**src/design/ccdi_pkg.sv**
```systemverilog
package ccdi_pkg;

  // ------------------------------------------------------------------
  // Register offsets (byte addresses on the bus)
  // ------------------------------------------------------------------
  localparam logic [7:0] OFF_CONFIG_CONTROL = 8'h00;
  localparam logic [7:0] OFF_DEVICE_IDENT   = 8'h04;
  localparam logic [7:0] OFF_RESET_CONTROL  = 8'h08;
  localparam logic [7:0] OFF_IRQ_STATUS     = 8'h0C;
  localparam logic [7:0] OFF_IRQ_MASK       = 8'h10;
  localparam logic [7:0] OFF_PIN_REMAP      = 8'h14;
  localparam logic [7:0] OFF_MODULE_DISABLE = 8'h18;

  // ------------------------------------------------------------------
  // Field positions
  // ------------------------------------------------------------------
  localparam int POS_PIN_REMAP_LOCK     = 13;
  localparam int POS_MODULE_DISABLE_LOCK = 12;
  localparam int POS_DEBUG_PORT_ENABLE  = 3;
  localparam int POS_TWO_WIRE_TDO_USE   = 0;
  localparam int POS_BROWN_OUT_FLAG     = 1;
  localparam int POS_IRQ_BROWN_OUT      = 0;
  localparam int POS_IRQ_LOCK_REFUSED   = 1;
  localparam int POS_IRQ_WRITE_BLOCKED  = 2;
  localparam int POS_IRQ_READY          = 3;
  localparam int IRQ_BITS               = 4;

  // ------------------------------------------------------------------
  // Reset values and fixed read patterns
  // ------------------------------------------------------------------
  localparam logic [31:0] CFG_FIXED_ONES   = 32'h0000_0006;
  localparam logic        RST_DEBUG_ENABLE = 1'b1;
  localparam logic        RST_TDO_USE      = 1'b1;
  localparam logic        RST_LOCK         = 1'b0;
  localparam logic [31:0] RST_REMAP        = 32'h0000_0000;
  localparam logic [31:0] RST_MODULE_DIS   = 32'h0000_0000;
  localparam logic [3:0]  RST_IRQ          = 4'h0;

  // Arbitrary identity values, not tied to any real part.
  localparam logic [3:0]  SILICON_REVISION = 4'h1;
  localparam logic [27:0] DEVICE_NUMBER    = 28'h000_0A5A;

  // ------------------------------------------------------------------
  // Timing
  // ------------------------------------------------------------------
  localparam int CLK_PERIOD_NS      = 10;
  localparam int POWER_UP_HOLD_NS   = 10000;
  localparam int POWER_UP_HOLD_CYC  = (POWER_UP_HOLD_NS + CLK_PERIOD_NS - 1) / CLK_PERIOD_NS;

  typedef enum logic [1:0]
  {
    CCDI_PU_HOLD  = 2'b00,
    CCDI_PU_COUNT = 2'b01,
    CCDI_PU_RUN   = 2'b11
  } ccdi_pu_state_t;

endpackage

```
**src/design/ccdi_sync.sv**
```systemverilog
`timescale 1ns/10ps
module ccdi_sync
(
  input  wire logic i_clk,
  input  wire logic i_rst,
  input  wire logic i_async,
  output logic      o_sync
);

  logic stage_one;

  always_ff @(posedge i_clk)
  begin
    if (i_rst)
    begin
      stage_one <= 1'b0;
      o_sync    <= 1'b0;
    end
    else
    begin
      stage_one <= i_async;
      o_sync    <= stage_one;
    end
  end

endmodule

```
**src/design/ccdi_power_up.sv**
```systemverilog
`timescale 1ns/10ps
module ccdi_power_up
#(
  parameter int HOLD_CYCLES = ccdi_pkg::POWER_UP_HOLD_CYC
)
(
  input  wire logic i_clk,
  input  wire logic i_rst,
  input  wire logic i_power_down,
  output logic      o_run
);

  // ------------------------------------------------------------------
  // Execution hold-off after any power-down
  // ------------------------------------------------------------------
  ccdi_pkg::ccdi_pu_state_t state;
  logic [15:0]              count;

  always_ff @(posedge i_clk)
  begin
    if (i_rst || i_power_down)
    begin
      state <= ccdi_pkg::CCDI_PU_HOLD;
      count <= 16'h0000;
      o_run <= 1'b0;
    end
    else
    begin
      case (state)
        ccdi_pkg::CCDI_PU_HOLD:
        begin
          state <= ccdi_pkg::CCDI_PU_COUNT;
          count <= 16'h0001;
        end
        ccdi_pkg::CCDI_PU_COUNT:
        begin
          if (count >= 16'(HOLD_CYCLES))
          begin
            state <= ccdi_pkg::CCDI_PU_RUN;
            o_run <= 1'b1;
          end
          else
          begin
            count <= count + 16'h0001;
          end
        end
        ccdi_pkg::CCDI_PU_RUN:
        begin
          o_run <= 1'b1;
        end
        default:
        begin
          state <= ccdi_pkg::CCDI_PU_HOLD;
        end
      endcase
    end
  end

endmodule

```
**src/design/ccdi_top.sv**
```systemverilog
// The register addresses and the Wishbone interface to the registers were left to the implementer.
`timescale 1ns/10ps
module ccdi_top
#(
  parameter int HOLD_CYCLES = ccdi_pkg::POWER_UP_HOLD_CYC
)
(
  input  wire logic        I_CLK,
  input  wire logic        I_RST,
  input  wire logic        I_WB_CYC,
  input  wire logic        I_WB_STB,
  input  wire logic        I_WB_WE,
  input  wire logic [7:0]  I_WB_ADR,
  input  wire logic [3:0]  I_WB_SEL,
  input  wire logic [31:0] I_WB_DAT,
  output logic      [31:0] O_WB_DAT,
  output logic             O_WB_ACK,
  input  wire logic        I_SYSTEM_UNLOCKED,
  input  wire logic        I_SUPPLY_LOW,
  input  wire logic        I_POWER_DOWN,
  output logic             O_PIN_REMAP_LOCK,
  output logic             O_MODULE_DISABLE_LOCK,
  output logic             O_DEBUG_PORT_ENABLE,
  output logic             O_TWO_WIRE_TEST_OUT_USE,
  output logic      [31:0] O_PIN_REMAP_SELECT,
  output logic      [31:0] O_MODULE_POWER_DISABLE,
  output logic             O_BROWN_OUT_RESET,
  output logic             O_EXEC_ENABLE,
  output logic             O_IRQ
);

  // ------------------------------------------------------------------
  // Helpers
  // ------------------------------------------------------------------
  function automatic logic [31:0] merge_bytes(input logic [31:0] old_val, input logic [31:0] new_val,
                                              input logic [3:0] sel);
    logic [31:0] res;
    res = old_val;
    for (int b = 0; b < 4; b++)
    begin
      if (sel[b])
      begin
        res[b*8 +: 8] = new_val[b*8 +: 8];
      end
    end
    return res;
  endfunction

  function automatic logic hit(input logic [7:0] adr, input logic [7:0] off);
    return adr == off;
  endfunction

  // ------------------------------------------------------------------
  // Input synchronisers
  // ------------------------------------------------------------------
  logic unlocked_s;
  logic supply_low_s;
  logic power_down_s;

  ccdi_sync u_sync_unlock
  (
    .i_clk   (I_CLK),
    .i_rst   (I_RST),
    .i_async (I_SYSTEM_UNLOCKED),
    .o_sync  (unlocked_s)
  );

  ccdi_sync u_sync_supply
  (
    .i_clk   (I_CLK),
    .i_rst   (I_RST),
    .i_async (I_SUPPLY_LOW),
    .o_sync  (supply_low_s)
  );

  ccdi_sync u_sync_power
  (
    .i_clk   (I_CLK),
    .i_rst   (I_RST),
    .i_async (I_POWER_DOWN),
    .o_sync  (power_down_s)
  );

  // ------------------------------------------------------------------
  // Bus decode
  // ------------------------------------------------------------------
  logic request;
  logic wr;
  logic wr_byte1;
  logic wr_byte0;

  assign request  = I_WB_CYC && I_WB_STB && !O_WB_ACK;
  assign wr       = request && I_WB_WE;
  assign wr_byte1 = wr && I_WB_SEL[1];
  assign wr_byte0 = wr && I_WB_SEL[0];

  always_ff @(posedge I_CLK)
  begin
    if (I_RST)
    begin
      O_WB_ACK <= 1'b0;
    end
    else
    begin
      O_WB_ACK <= request;
    end
  end

  // ------------------------------------------------------------------
  // Configuration control
  // ------------------------------------------------------------------
  logic lock_wr;
  logic lock_refused;

  assign lock_wr      = wr_byte1 && hit(I_WB_ADR, ccdi_pkg::OFF_CONFIG_CONTROL);
  assign lock_refused = lock_wr && !unlocked_s;

  always_ff @(posedge I_CLK)
  begin
    if (I_RST)
    begin
      O_PIN_REMAP_LOCK      <= ccdi_pkg::RST_LOCK;
      O_MODULE_DISABLE_LOCK <= ccdi_pkg::RST_LOCK;
    end
    else if (lock_wr && unlocked_s)
    begin
      O_PIN_REMAP_LOCK      <= I_WB_DAT[ccdi_pkg::POS_PIN_REMAP_LOCK];
      O_MODULE_DISABLE_LOCK <= I_WB_DAT[ccdi_pkg::POS_MODULE_DISABLE_LOCK];
    end
  end

  always_ff @(posedge I_CLK)
  begin
    if (I_RST)
    begin
      O_DEBUG_PORT_ENABLE     <= ccdi_pkg::RST_DEBUG_ENABLE;
      O_TWO_WIRE_TEST_OUT_USE <= ccdi_pkg::RST_TDO_USE;
    end
    else if (wr_byte0 && hit(I_WB_ADR, ccdi_pkg::OFF_CONFIG_CONTROL))
    begin
      O_DEBUG_PORT_ENABLE     <= I_WB_DAT[ccdi_pkg::POS_DEBUG_PORT_ENABLE];
      O_TWO_WIRE_TEST_OUT_USE <= I_WB_DAT[ccdi_pkg::POS_TWO_WIRE_TDO_USE];
    end
  end

  // ------------------------------------------------------------------
  // Guarded register groups
  // ------------------------------------------------------------------
  logic remap_wr;
  logic disable_wr;

  assign remap_wr   = wr && hit(I_WB_ADR, ccdi_pkg::OFF_PIN_REMAP);
  assign disable_wr = wr && hit(I_WB_ADR, ccdi_pkg::OFF_MODULE_DISABLE);

  always_ff @(posedge I_CLK)
  begin
    if (I_RST)
    begin
      O_PIN_REMAP_SELECT <= ccdi_pkg::RST_REMAP;
    end
    else if (remap_wr && !O_PIN_REMAP_LOCK)
    begin
      O_PIN_REMAP_SELECT <= merge_bytes(O_PIN_REMAP_SELECT, I_WB_DAT, I_WB_SEL);
    end
  end

  always_ff @(posedge I_CLK)
  begin
    if (I_RST)
    begin
      O_MODULE_POWER_DISABLE <= ccdi_pkg::RST_MODULE_DIS;
    end
    else if (disable_wr && !O_MODULE_DISABLE_LOCK)
    begin
      O_MODULE_POWER_DISABLE <= merge_bytes(O_MODULE_POWER_DISABLE, I_WB_DAT, I_WB_SEL);
    end
  end

  // ------------------------------------------------------------------
  // Brown-out and power-up
  // ------------------------------------------------------------------
  // The flag lives outside the reset it causes, so it survives the
  // brown-out reset; only the block reset or software clears it.
  logic brown_out_flag;
  logic supply_low_d;
  logic brown_out_event;

  assign brown_out_event = supply_low_s && !supply_low_d;

  always_ff @(posedge I_CLK)
  begin
    if (I_RST)
    begin
      supply_low_d      <= 1'b0;
      O_BROWN_OUT_RESET <= 1'b0;
    end
    else
    begin
      supply_low_d      <= supply_low_s;
      O_BROWN_OUT_RESET <= supply_low_s;
    end
  end

  always_ff @(posedge I_CLK)
  begin
    if (I_RST)
    begin
      brown_out_flag <= 1'b0;
    end
    else if (brown_out_event)
    begin
      brown_out_flag <= 1'b1;
    end
    else if (wr_byte0 && hit(I_WB_ADR, ccdi_pkg::OFF_RESET_CONTROL) && !I_WB_DAT[ccdi_pkg::POS_BROWN_OUT_FLAG])
    begin
      brown_out_flag <= 1'b0;
    end
  end

  logic pu_run;

  ccdi_power_up #(.HOLD_CYCLES(HOLD_CYCLES)) u_power_up
  (
    .i_clk        (I_CLK),
    .i_rst        (I_RST),
    .i_power_down (power_down_s || supply_low_s),
    .o_run        (pu_run)
  );

  logic pu_run_d;

  always_ff @(posedge I_CLK)
  begin
    if (I_RST)
    begin
      O_EXEC_ENABLE <= 1'b0;
      pu_run_d      <= 1'b0;
    end
    else
    begin
      O_EXEC_ENABLE <= pu_run;
      pu_run_d      <= pu_run;
    end
  end

  // ------------------------------------------------------------------
  // Interrupts
  // ------------------------------------------------------------------
  logic [ccdi_pkg::IRQ_BITS-1:0] irq_status;
  logic [ccdi_pkg::IRQ_BITS-1:0] irq_mask;
  logic [ccdi_pkg::IRQ_BITS-1:0] irq_set;
  logic [ccdi_pkg::IRQ_BITS-1:0] irq_clr;

  always_comb
  begin
    irq_set = '0;
    irq_set[ccdi_pkg::POS_IRQ_BROWN_OUT]    = brown_out_event;
    irq_set[ccdi_pkg::POS_IRQ_LOCK_REFUSED] = lock_refused;
    irq_set[ccdi_pkg::POS_IRQ_WRITE_BLOCKED] = (remap_wr && O_PIN_REMAP_LOCK) ||
                                               (disable_wr && O_MODULE_DISABLE_LOCK);
    irq_set[ccdi_pkg::POS_IRQ_READY]        = pu_run && !pu_run_d;
  end

  assign irq_clr = (wr_byte0 && hit(I_WB_ADR, ccdi_pkg::OFF_IRQ_STATUS)) ?
                   I_WB_DAT[ccdi_pkg::IRQ_BITS-1:0] : '0;

  always_ff @(posedge I_CLK)
  begin
    if (I_RST)
    begin
      irq_status <= ccdi_pkg::RST_IRQ;
    end
    else
    begin
      // Set wins over a clear landing in the same cycle.
      irq_status <= (irq_status & ~irq_clr) | irq_set;
    end
  end

  always_ff @(posedge I_CLK)
  begin
    if (I_RST)
    begin
      irq_mask <= ccdi_pkg::RST_IRQ;
    end
    else if (wr_byte0 && hit(I_WB_ADR, ccdi_pkg::OFF_IRQ_MASK))
    begin
      irq_mask <= I_WB_DAT[ccdi_pkg::IRQ_BITS-1:0];
    end
  end

  always_ff @(posedge I_CLK)
  begin
    if (I_RST)
    begin
      O_IRQ <= 1'b0;
    end
    else
    begin
      O_IRQ <= |(((irq_status & ~irq_clr) | irq_set) & irq_mask);
    end
  end

  // ------------------------------------------------------------------
  // Read data
  // ------------------------------------------------------------------
  logic [31:0] next_rdata;

  always_comb
  begin
    next_rdata = 32'h0000_0000;
    case (I_WB_ADR)
      ccdi_pkg::OFF_CONFIG_CONTROL:
      begin
        next_rdata = ccdi_pkg::CFG_FIXED_ONES;
        next_rdata[ccdi_pkg::POS_PIN_REMAP_LOCK]      = O_PIN_REMAP_LOCK;
        next_rdata[ccdi_pkg::POS_MODULE_DISABLE_LOCK] = O_MODULE_DISABLE_LOCK;
        next_rdata[ccdi_pkg::POS_DEBUG_PORT_ENABLE]   = O_DEBUG_PORT_ENABLE;
        next_rdata[ccdi_pkg::POS_TWO_WIRE_TDO_USE]    = O_TWO_WIRE_TEST_OUT_USE;
      end
      ccdi_pkg::OFF_DEVICE_IDENT:
      begin
        next_rdata = {ccdi_pkg::SILICON_REVISION, ccdi_pkg::DEVICE_NUMBER};
      end
      ccdi_pkg::OFF_RESET_CONTROL:
      begin
        next_rdata[ccdi_pkg::POS_BROWN_OUT_FLAG] = brown_out_flag;
      end
      ccdi_pkg::OFF_IRQ_STATUS:
      begin
        next_rdata[ccdi_pkg::IRQ_BITS-1:0] = irq_status;
      end
      ccdi_pkg::OFF_IRQ_MASK:
      begin
        next_rdata[ccdi_pkg::IRQ_BITS-1:0] = irq_mask;
      end
      ccdi_pkg::OFF_PIN_REMAP:
      begin
        next_rdata = O_PIN_REMAP_SELECT;
      end
      ccdi_pkg::OFF_MODULE_DISABLE:
      begin
        next_rdata = O_MODULE_POWER_DISABLE;
      end
      default:
      begin
        next_rdata = 32'h0000_0000;
      end
    endcase
  end

  always_ff @(posedge I_CLK)
  begin
    if (I_RST)
    begin
      O_WB_DAT <= 32'h0000_0000;
    end
    else if (request && !I_WB_WE)
    begin
      O_WB_DAT <= next_rdata;
    end
  end

endmodule

```
**config.mk**
```make
export PLATFORM = sky130hd
export DESIGN_NAME = ccdi_top
export DESIGN_NICKNAME = d
export VERILOG_FILES = /design/src/design/ccdi_pkg.sv /design/src/design/ccdi_sync.sv /design/src/design/ccdi_power_up.sv /design/src/design/ccdi_top.sv
export SDC_FILE = /design/constraint.sdc
export NUM_CORES = 1
export LEC_CHECK = 0
export ABC_CLOCK_PERIOD_IN_PS = 2000
export BUFFER_PORTS_ARGS = -buffer_cell sky130_fd_sc_hd__buf_4
export CORE_MARGIN = 3
export CORE_UTILIZATION = 47
export DETAILED_ROUTE_END_ITERATION = 16
export PLACE_DENSITY = 0.76
export SLEW_MARGIN = 25
export SYNTH_ARGS = -nofsm -noshare
export SYNTH_HDL_FRONTEND = slang
export SYNTH_SLANG_ARGS = --single-unit
```
**constraint.sdc**
```tcl
create_clock -name I_CLK -period 2 [get_ports I_CLK]
set_input_delay 0.1 -clock I_CLK [delete_from_list [all_inputs] [get_ports I_CLK]]
set_output_delay 0.1 -clock I_CLK [all_outputs]
set_load 0.03 [all_outputs]
```
Yosys cells after proc, flatten, opt, wreduce, memory -nomap -nowiden
Cells that the tools add are included.
{"block": "word_totals", "word_cells": 110, "romBits": 0, "reg_bits": 138, "latch_bits": 0, "output_inout_bits": 104, "ramBits": 0, "n_memories": 0}
{"block": "classes", "reduce_logical": 51, "n_addsub": 1, "muxes": 13, "n_lt_le_gt_ge": 1, "mul": 0, "n_eq_ne": 10, "shift": 0, "bitwise_logic": 5, "div": 0}
{"operator": "$pmux 28 s4", "count": 1}
{"operator": "$pmux 16 s2", "count": 1}
{"operator": "$eq 8x5->1 const B", "count": 3}
{"operator": "$logic_and 1x1->1", "count": 22}
{"operator": "$reduce_and 2->1", "count": 11}
{"operator": "$add 16x1->16 const B", "count": 1}
{"operator": "$eq 8x4->1 const B", "count": 2}
{"operator": "$ge 16x10->1 const B", "count": 1}
{"operator": "$mux 16", "count": 1}
{"operator": "$pmux 2 s6", "count": 1}
{"operator": "$and 4x4->4", "count": 2}
{"operator": "$eq 8x3->1 const B", "count": 1}
{"operator": "$logic_not 1->1", "count": 8}
{"operator": "$logic_not 8->1", "count": 1}
{"operator": "$pmux 1 s6", "count": 1}
{"operator": "$pmux 2 s3", "count": 1}
{"operator": "$reduce_bool 2->1", "count": 3}
{"operator": "$pmux 1 s5", "count": 1}
{"operator": "$mux 4", "count": 1}
{"operator": "$not 4->4", "count": 1}
{"operator": "$or 4x4->4", "count": 1}
{"operator": "$reduce_or 4->1", "count": 1}
{"operator": "$logic_or 1x1->1", "count": 3}
{"operator": "$mux 1", "count": 3}
{"operator": "other kinds (9)", "count": 9}

Depth between registers and ports, before layout
{"block": "depth", "ltp_word": 11, "depth_mapped": 8}

Hierarchy
Synthesis repeated with hierarchy kept, for this count alone.
{"block": "hier_totals", "cells_unflattened": 676, "hier_area_um2": 5796.8}
{"mod": "ccdi_top", "area_each_um2": 4742.0, "seq_area_each_um2": 2262.2, "cells_each": 568, "instances": 1}
{"mod": "ccdi_power_up", "area_each_um2": 897.1, "seq_area_each_um2": 380.4, "cells_each": 96, "instances": 1}
{"mod": "ccdi_sync", "area_each_um2": 52.6, "seq_area_each_um2": 40.0, "cells_each": 4, "instances": 3}

Least setup slack after synthesis
OpenSTA, ideal clock, no wires.
{"block": "synth_timing", "path_type": "input -> register", "start": "input port I_WB_ADR[5]", "end": "register O_MODULE_POWER_DISABLE[11]", "path_slack_ns": 0.042, "required_ns": 1.872, "setup_ns": 0.128, "path_stages": 6, "arrival_time_ns": 1.831, "path_buffers": 1, "cell_sequence": "or4b_1 or2_0 buf_4 nor4_4 mux2i_1 nor2_1"}
{"block": "synth_between", "elab_chain_cells": 4}
{"item": "start: declaration", "line": "ccdi_top.sv:13", "text": "input wire logic [7:0] I_WB_ADR,"}
{"item": "$eq 8x5->1", "line": "ccdi_top.sv:50", "text": "return adr == off;"}
{"item": "$logic_and 1x1->1", "line": "ccdi_top.sv:153", "text": "assign disable_wr = wr && hit(I_WB_ADR, ccdi_pkg::OFF_MODULE_DISABLE);"}
{"item": "$logic_and 1x1->1", "line": "ccdi_top.sv:173", "text": "else if (disable_wr && !O_MODULE_DISABLE_LOCK)"}
{"item": "$reduce_and 2->1 (no source line)"}
{"item": "end signal: assignment", "line": "ccdi_top.sv:171", "text": "O_MODULE_POWER_DISABLE <= ccdi_pkg::RST_MODULE_DIS;"}
{"item": "end signal: assignment", "line": "ccdi_top.sv:175", "text": "O_MODULE_POWER_DISABLE <= merge_bytes(O_MODULE_POWER_DISABLE, I_WB_DAT, I_WB_SEL);"}
{"item": "end: declaration", "line": "ccdi_top.sv:26", "text": "output logic [31:0] O_MODULE_POWER_DISABLE,"}
No other way between the ends.
A chain may end at the register's enable or synchronous reset.

Worst setup path in the final report
{"block": "layout_timing", "start": "register u_power_up.count[11]", "end": "register u_power_up.count[8]"}
{"block": "layout_between", "elab_chain_cells": 3}
{"item": "start: declaration", "line": "ccdi_power_up.sv:17", "text": "logic [15:0] count;"}
{"item": "start signal: assignment", "line": "ccdi_power_up.sv:44", "text": "count <= count + 16'h0001;"}
{"item": "$ge 16x10->1", "line": "ccdi_power_up.sv:37", "text": "if (count >= 16'(HOLD_CYCLES))"}
{"item": "$ne 2x2->1 (no source line)"}
{"item": "$reduce_and 2->1 (no source line)"}
No other way between the ends.

==> metrics.md <==
| Metric | Value |
|---|---|
| IO Pins | 156 |
| Final hold viol count | 0 |
| Post-synthesis register bit count | 138 |
| Routability-driven placement congestion ratio | 0.843 |
| PortBufs | 155 |
| Clk_skew | 5.50 ps |
| Number of library cell types mapped by synthesis | 59 |
| Synth Instances | 628 |
| Share of post-route cells with drive strength above 1 | 26.2% |
| Max FO, Critical Path | 5 |
| Die area | 13600 µm² |
| Status | finished, final reports clean |
| FF/Latch Area | 2760 µm² |
| Min Hold Slack | 96.2 ps |
| VDD IR-drop max | 0.552 mV |
| Fin crit share | 93.1% |
| CP arrival | 2170 ps |
| Commonest non-fill, non-tap cell in the layout | buf_4 |
| Clock transition at path regs | 50 ps |
| Commonest non-fill, non-tap cells in the layout | buf_4, dfxtp_1, nor2_1, mux2i_1, dlygate4sd3_1 |
| Max Slew Vio Count | 0 |
| Bufs on Longest Clock Path | 2 |
| CP Class | reg -> reg |
| Post-synth top area cell | dfxtp_1 |
| Antenna Nets Post-Route | 0 |
| Total track usage | 25.1% |
| Hold/Removal Path Class | in -> reg |
| Sink Count | 138 |
| Total routed wirelength | 17.2 mm |
| Hold Crit Start | I_WB_SEL[3] |
| Top sig layer | met4 |
| Yosys Warn Count | 0 |
| Vias per cell | 5.57 |
| Drt pass-1 iters | 5 |
| Worst setup startpoint | u_power_up.count[11] |
| Power, Total | 6.40 mW |
| Most used flip-flop cell after synthesis | dfxtp_1 |
| Slew Limit Headroom | 61.9% |
| Post-synth EDFFs | 0 |
| CTS H-tree lvls | 4 |
| Number of diodes | 0 |
| Met3 WL | 1.06 mm |
| Hpwl dp | 12.0 mm |
| RSZ-0062 raised after global routing | false |
| Routed len/inst | 17.5 µm |
| CTS buffer count | 17 |
| Largest net degree at the start of global routing | 48 |
| Initial antenna violation count | 0 |
| Minimum clock period | 1860 ps |
| Core area | 11700 µm² |
| Rows | 39 |
| Synth area leaders | dfxtp_1, mux2i_1, nor2_1 |
| Max Freq | 537 MHz |
| Via count | 5490 |
| Area of the multi-input gates | 2830 µm² |
| Worst flop-to-flop path startpoint | u_power_up.count[11] |
| Worst-Skew Late Latency | 410 ps |
| Syn nets | 682 |
| DRC Markers | 0 |
| Crit path launch type | flop |
| Top-area cell type share of the netlist area | 47.9% |
| DR iter-0 viols | 460 |
| Max-cap violation count | 0 |
| Post-Route M1 WL | 7.06 mm |
| Met2 WL post-DR | 8.53 mm |
| Nets | 884 |
| CTS root buf | clkbuf_16 |
| Area growth from synthesis to layout | 42.2% |
| Die height | 117 µm |
| Cell Area, Synth | 5770 µm² |
| Post_cts resized | 0 |
| Post-synthesis sequential area ratio | 47.9% |
| Crit end category | flop |
| Avg Inst Size Synth | 9.19 µm² |
| CTS tree | built |
| Fill cells | 850 |
| Die X | 117 µm |
| First-pass GRT wire length | 26.9 mm |
| Slew @ Worst Pin | 566 ps |
| Critical Path RT | 2310 ps |
| Pwr dens | 780 nW/µm² |
| Number of global-route vias before repair | 5377 |
| Total grt overflow | 0 |
| Setup violators final | 0 |
| Leakage | 3.59 nW |
| Async SR Flop Fraction | 0% |
| Starting Density | 49.3% |
kinds of logic after synthesis:
logic type	count (synthesis)	share of synthesized area [%]
multiplexers	74	12.9
buffers and inverters	48	3.19
AND/OR/NAND/NOR	251	21.7
flip-flops	138	47.9
XOR/XNOR	6	0.911
AO/OA/AOI/OAI	109	13.0
adder cells (fa/ha/maj)	2	0.434
per-stage QoR:
stage / instances / TNS, ps / setup WS (ps) / area [µm²] / utilization (%)
6_report: 985 / 0 / 139 / 8210 / 70.1
5_1_grt: 985 / 0 / 42.3 / 8210 / 70.1
4_1_cts: 985 / 0 / 143 / 8210 / 70.1
3_5_place_dp: 917 / -211 / -32.1 / 7230 / 61.7
3_3_place_gp: 917 / 0 / 3.70 / 7230 / 61.7
2_1_floorplan: 628 / 0 / 41.8 / 5770 / -
what timing repair did:
| item | CTS | global route |
|---|---|---|
| setup buffers | 0 | 0 |
| endpoints found under the hold margin | 74 | 0 |
| hold buffers | 37 | 0 |
| endpoints found under the setup margin | 0 | 0 |
synth_stat cells (all sizes together) (3+ instances only):
cell type and instances:
nor2b 15, nand3 11, inv 11, clkbuf 33, dfxtp 138, a22o 7
nand2 20, nor3 29, a211oi 4, a21oi 33, mux2i 73, nand2b 12
and2 7, o21ai 5, nor4 7, a22oi 33, and3 6, and4 3
nor2 120, nand4b 3, or3 3, or2 4, xor2 4, buf 4
layout make-up:
class / instances / share of cell area [%]
clock buffer: 22 / 5.66
clock inverter: 9 / 1.77
inverter: 11 / 0.503
multi-input combinational: 442 / 34.5
tap: 143 / 2.18
sequential: 138 / 33.7
timing repair buffer: 220 / 21.7
routing by layer:
metal | vias to the layer above | track usage [%]
met5 | - | 0
met1 | 2591 | 29.8
met2 | 221 | 42.5
li1 | 2630 | -
met3 | 48 | 6.12
met4 | 0 | 12.5
sequential cells by signal, summed over array words and instances, names as in the netlist, 2 cells and up:
signal                  count
irq_mask                    4
u_power_up.state            2
irq_status                  4
O_MODULE_POWER_DISABLE     32
u_power_up.count           16
O_WB_DAT                   32
O_PIN_REMAP_SELECT         32
power by group:
group,total (mW),switching [mW],internal [mW]
Sequential,2.78,0.0140,2.77
Clock,3.25,1.12,2.13
Combinational,0.372,0.197,0.174
Total,6.40,1.33,5.07
worst max-delay path, stage by stage (launching register included):
cell	delay [ps]
dfxtp_1	320
nor4_1	540
nand2_1	180
a21oi_1	430
mux2i_1	230
nand2_1	60
path summary, 6_finish.rpt:
check                                               to  depth (start not counted)  slack [ps]
worst min register to register    u_sync_supply.o_sync                          1         440
worst max-delay path               u_power_up.count[8]                          5         140
worst min-delay path            O_PIN_REMAP_SELECT[28]                          4         100
worst max register to register     u_power_up.count[8]                          5         140
(Power assumes the default switching activity.)
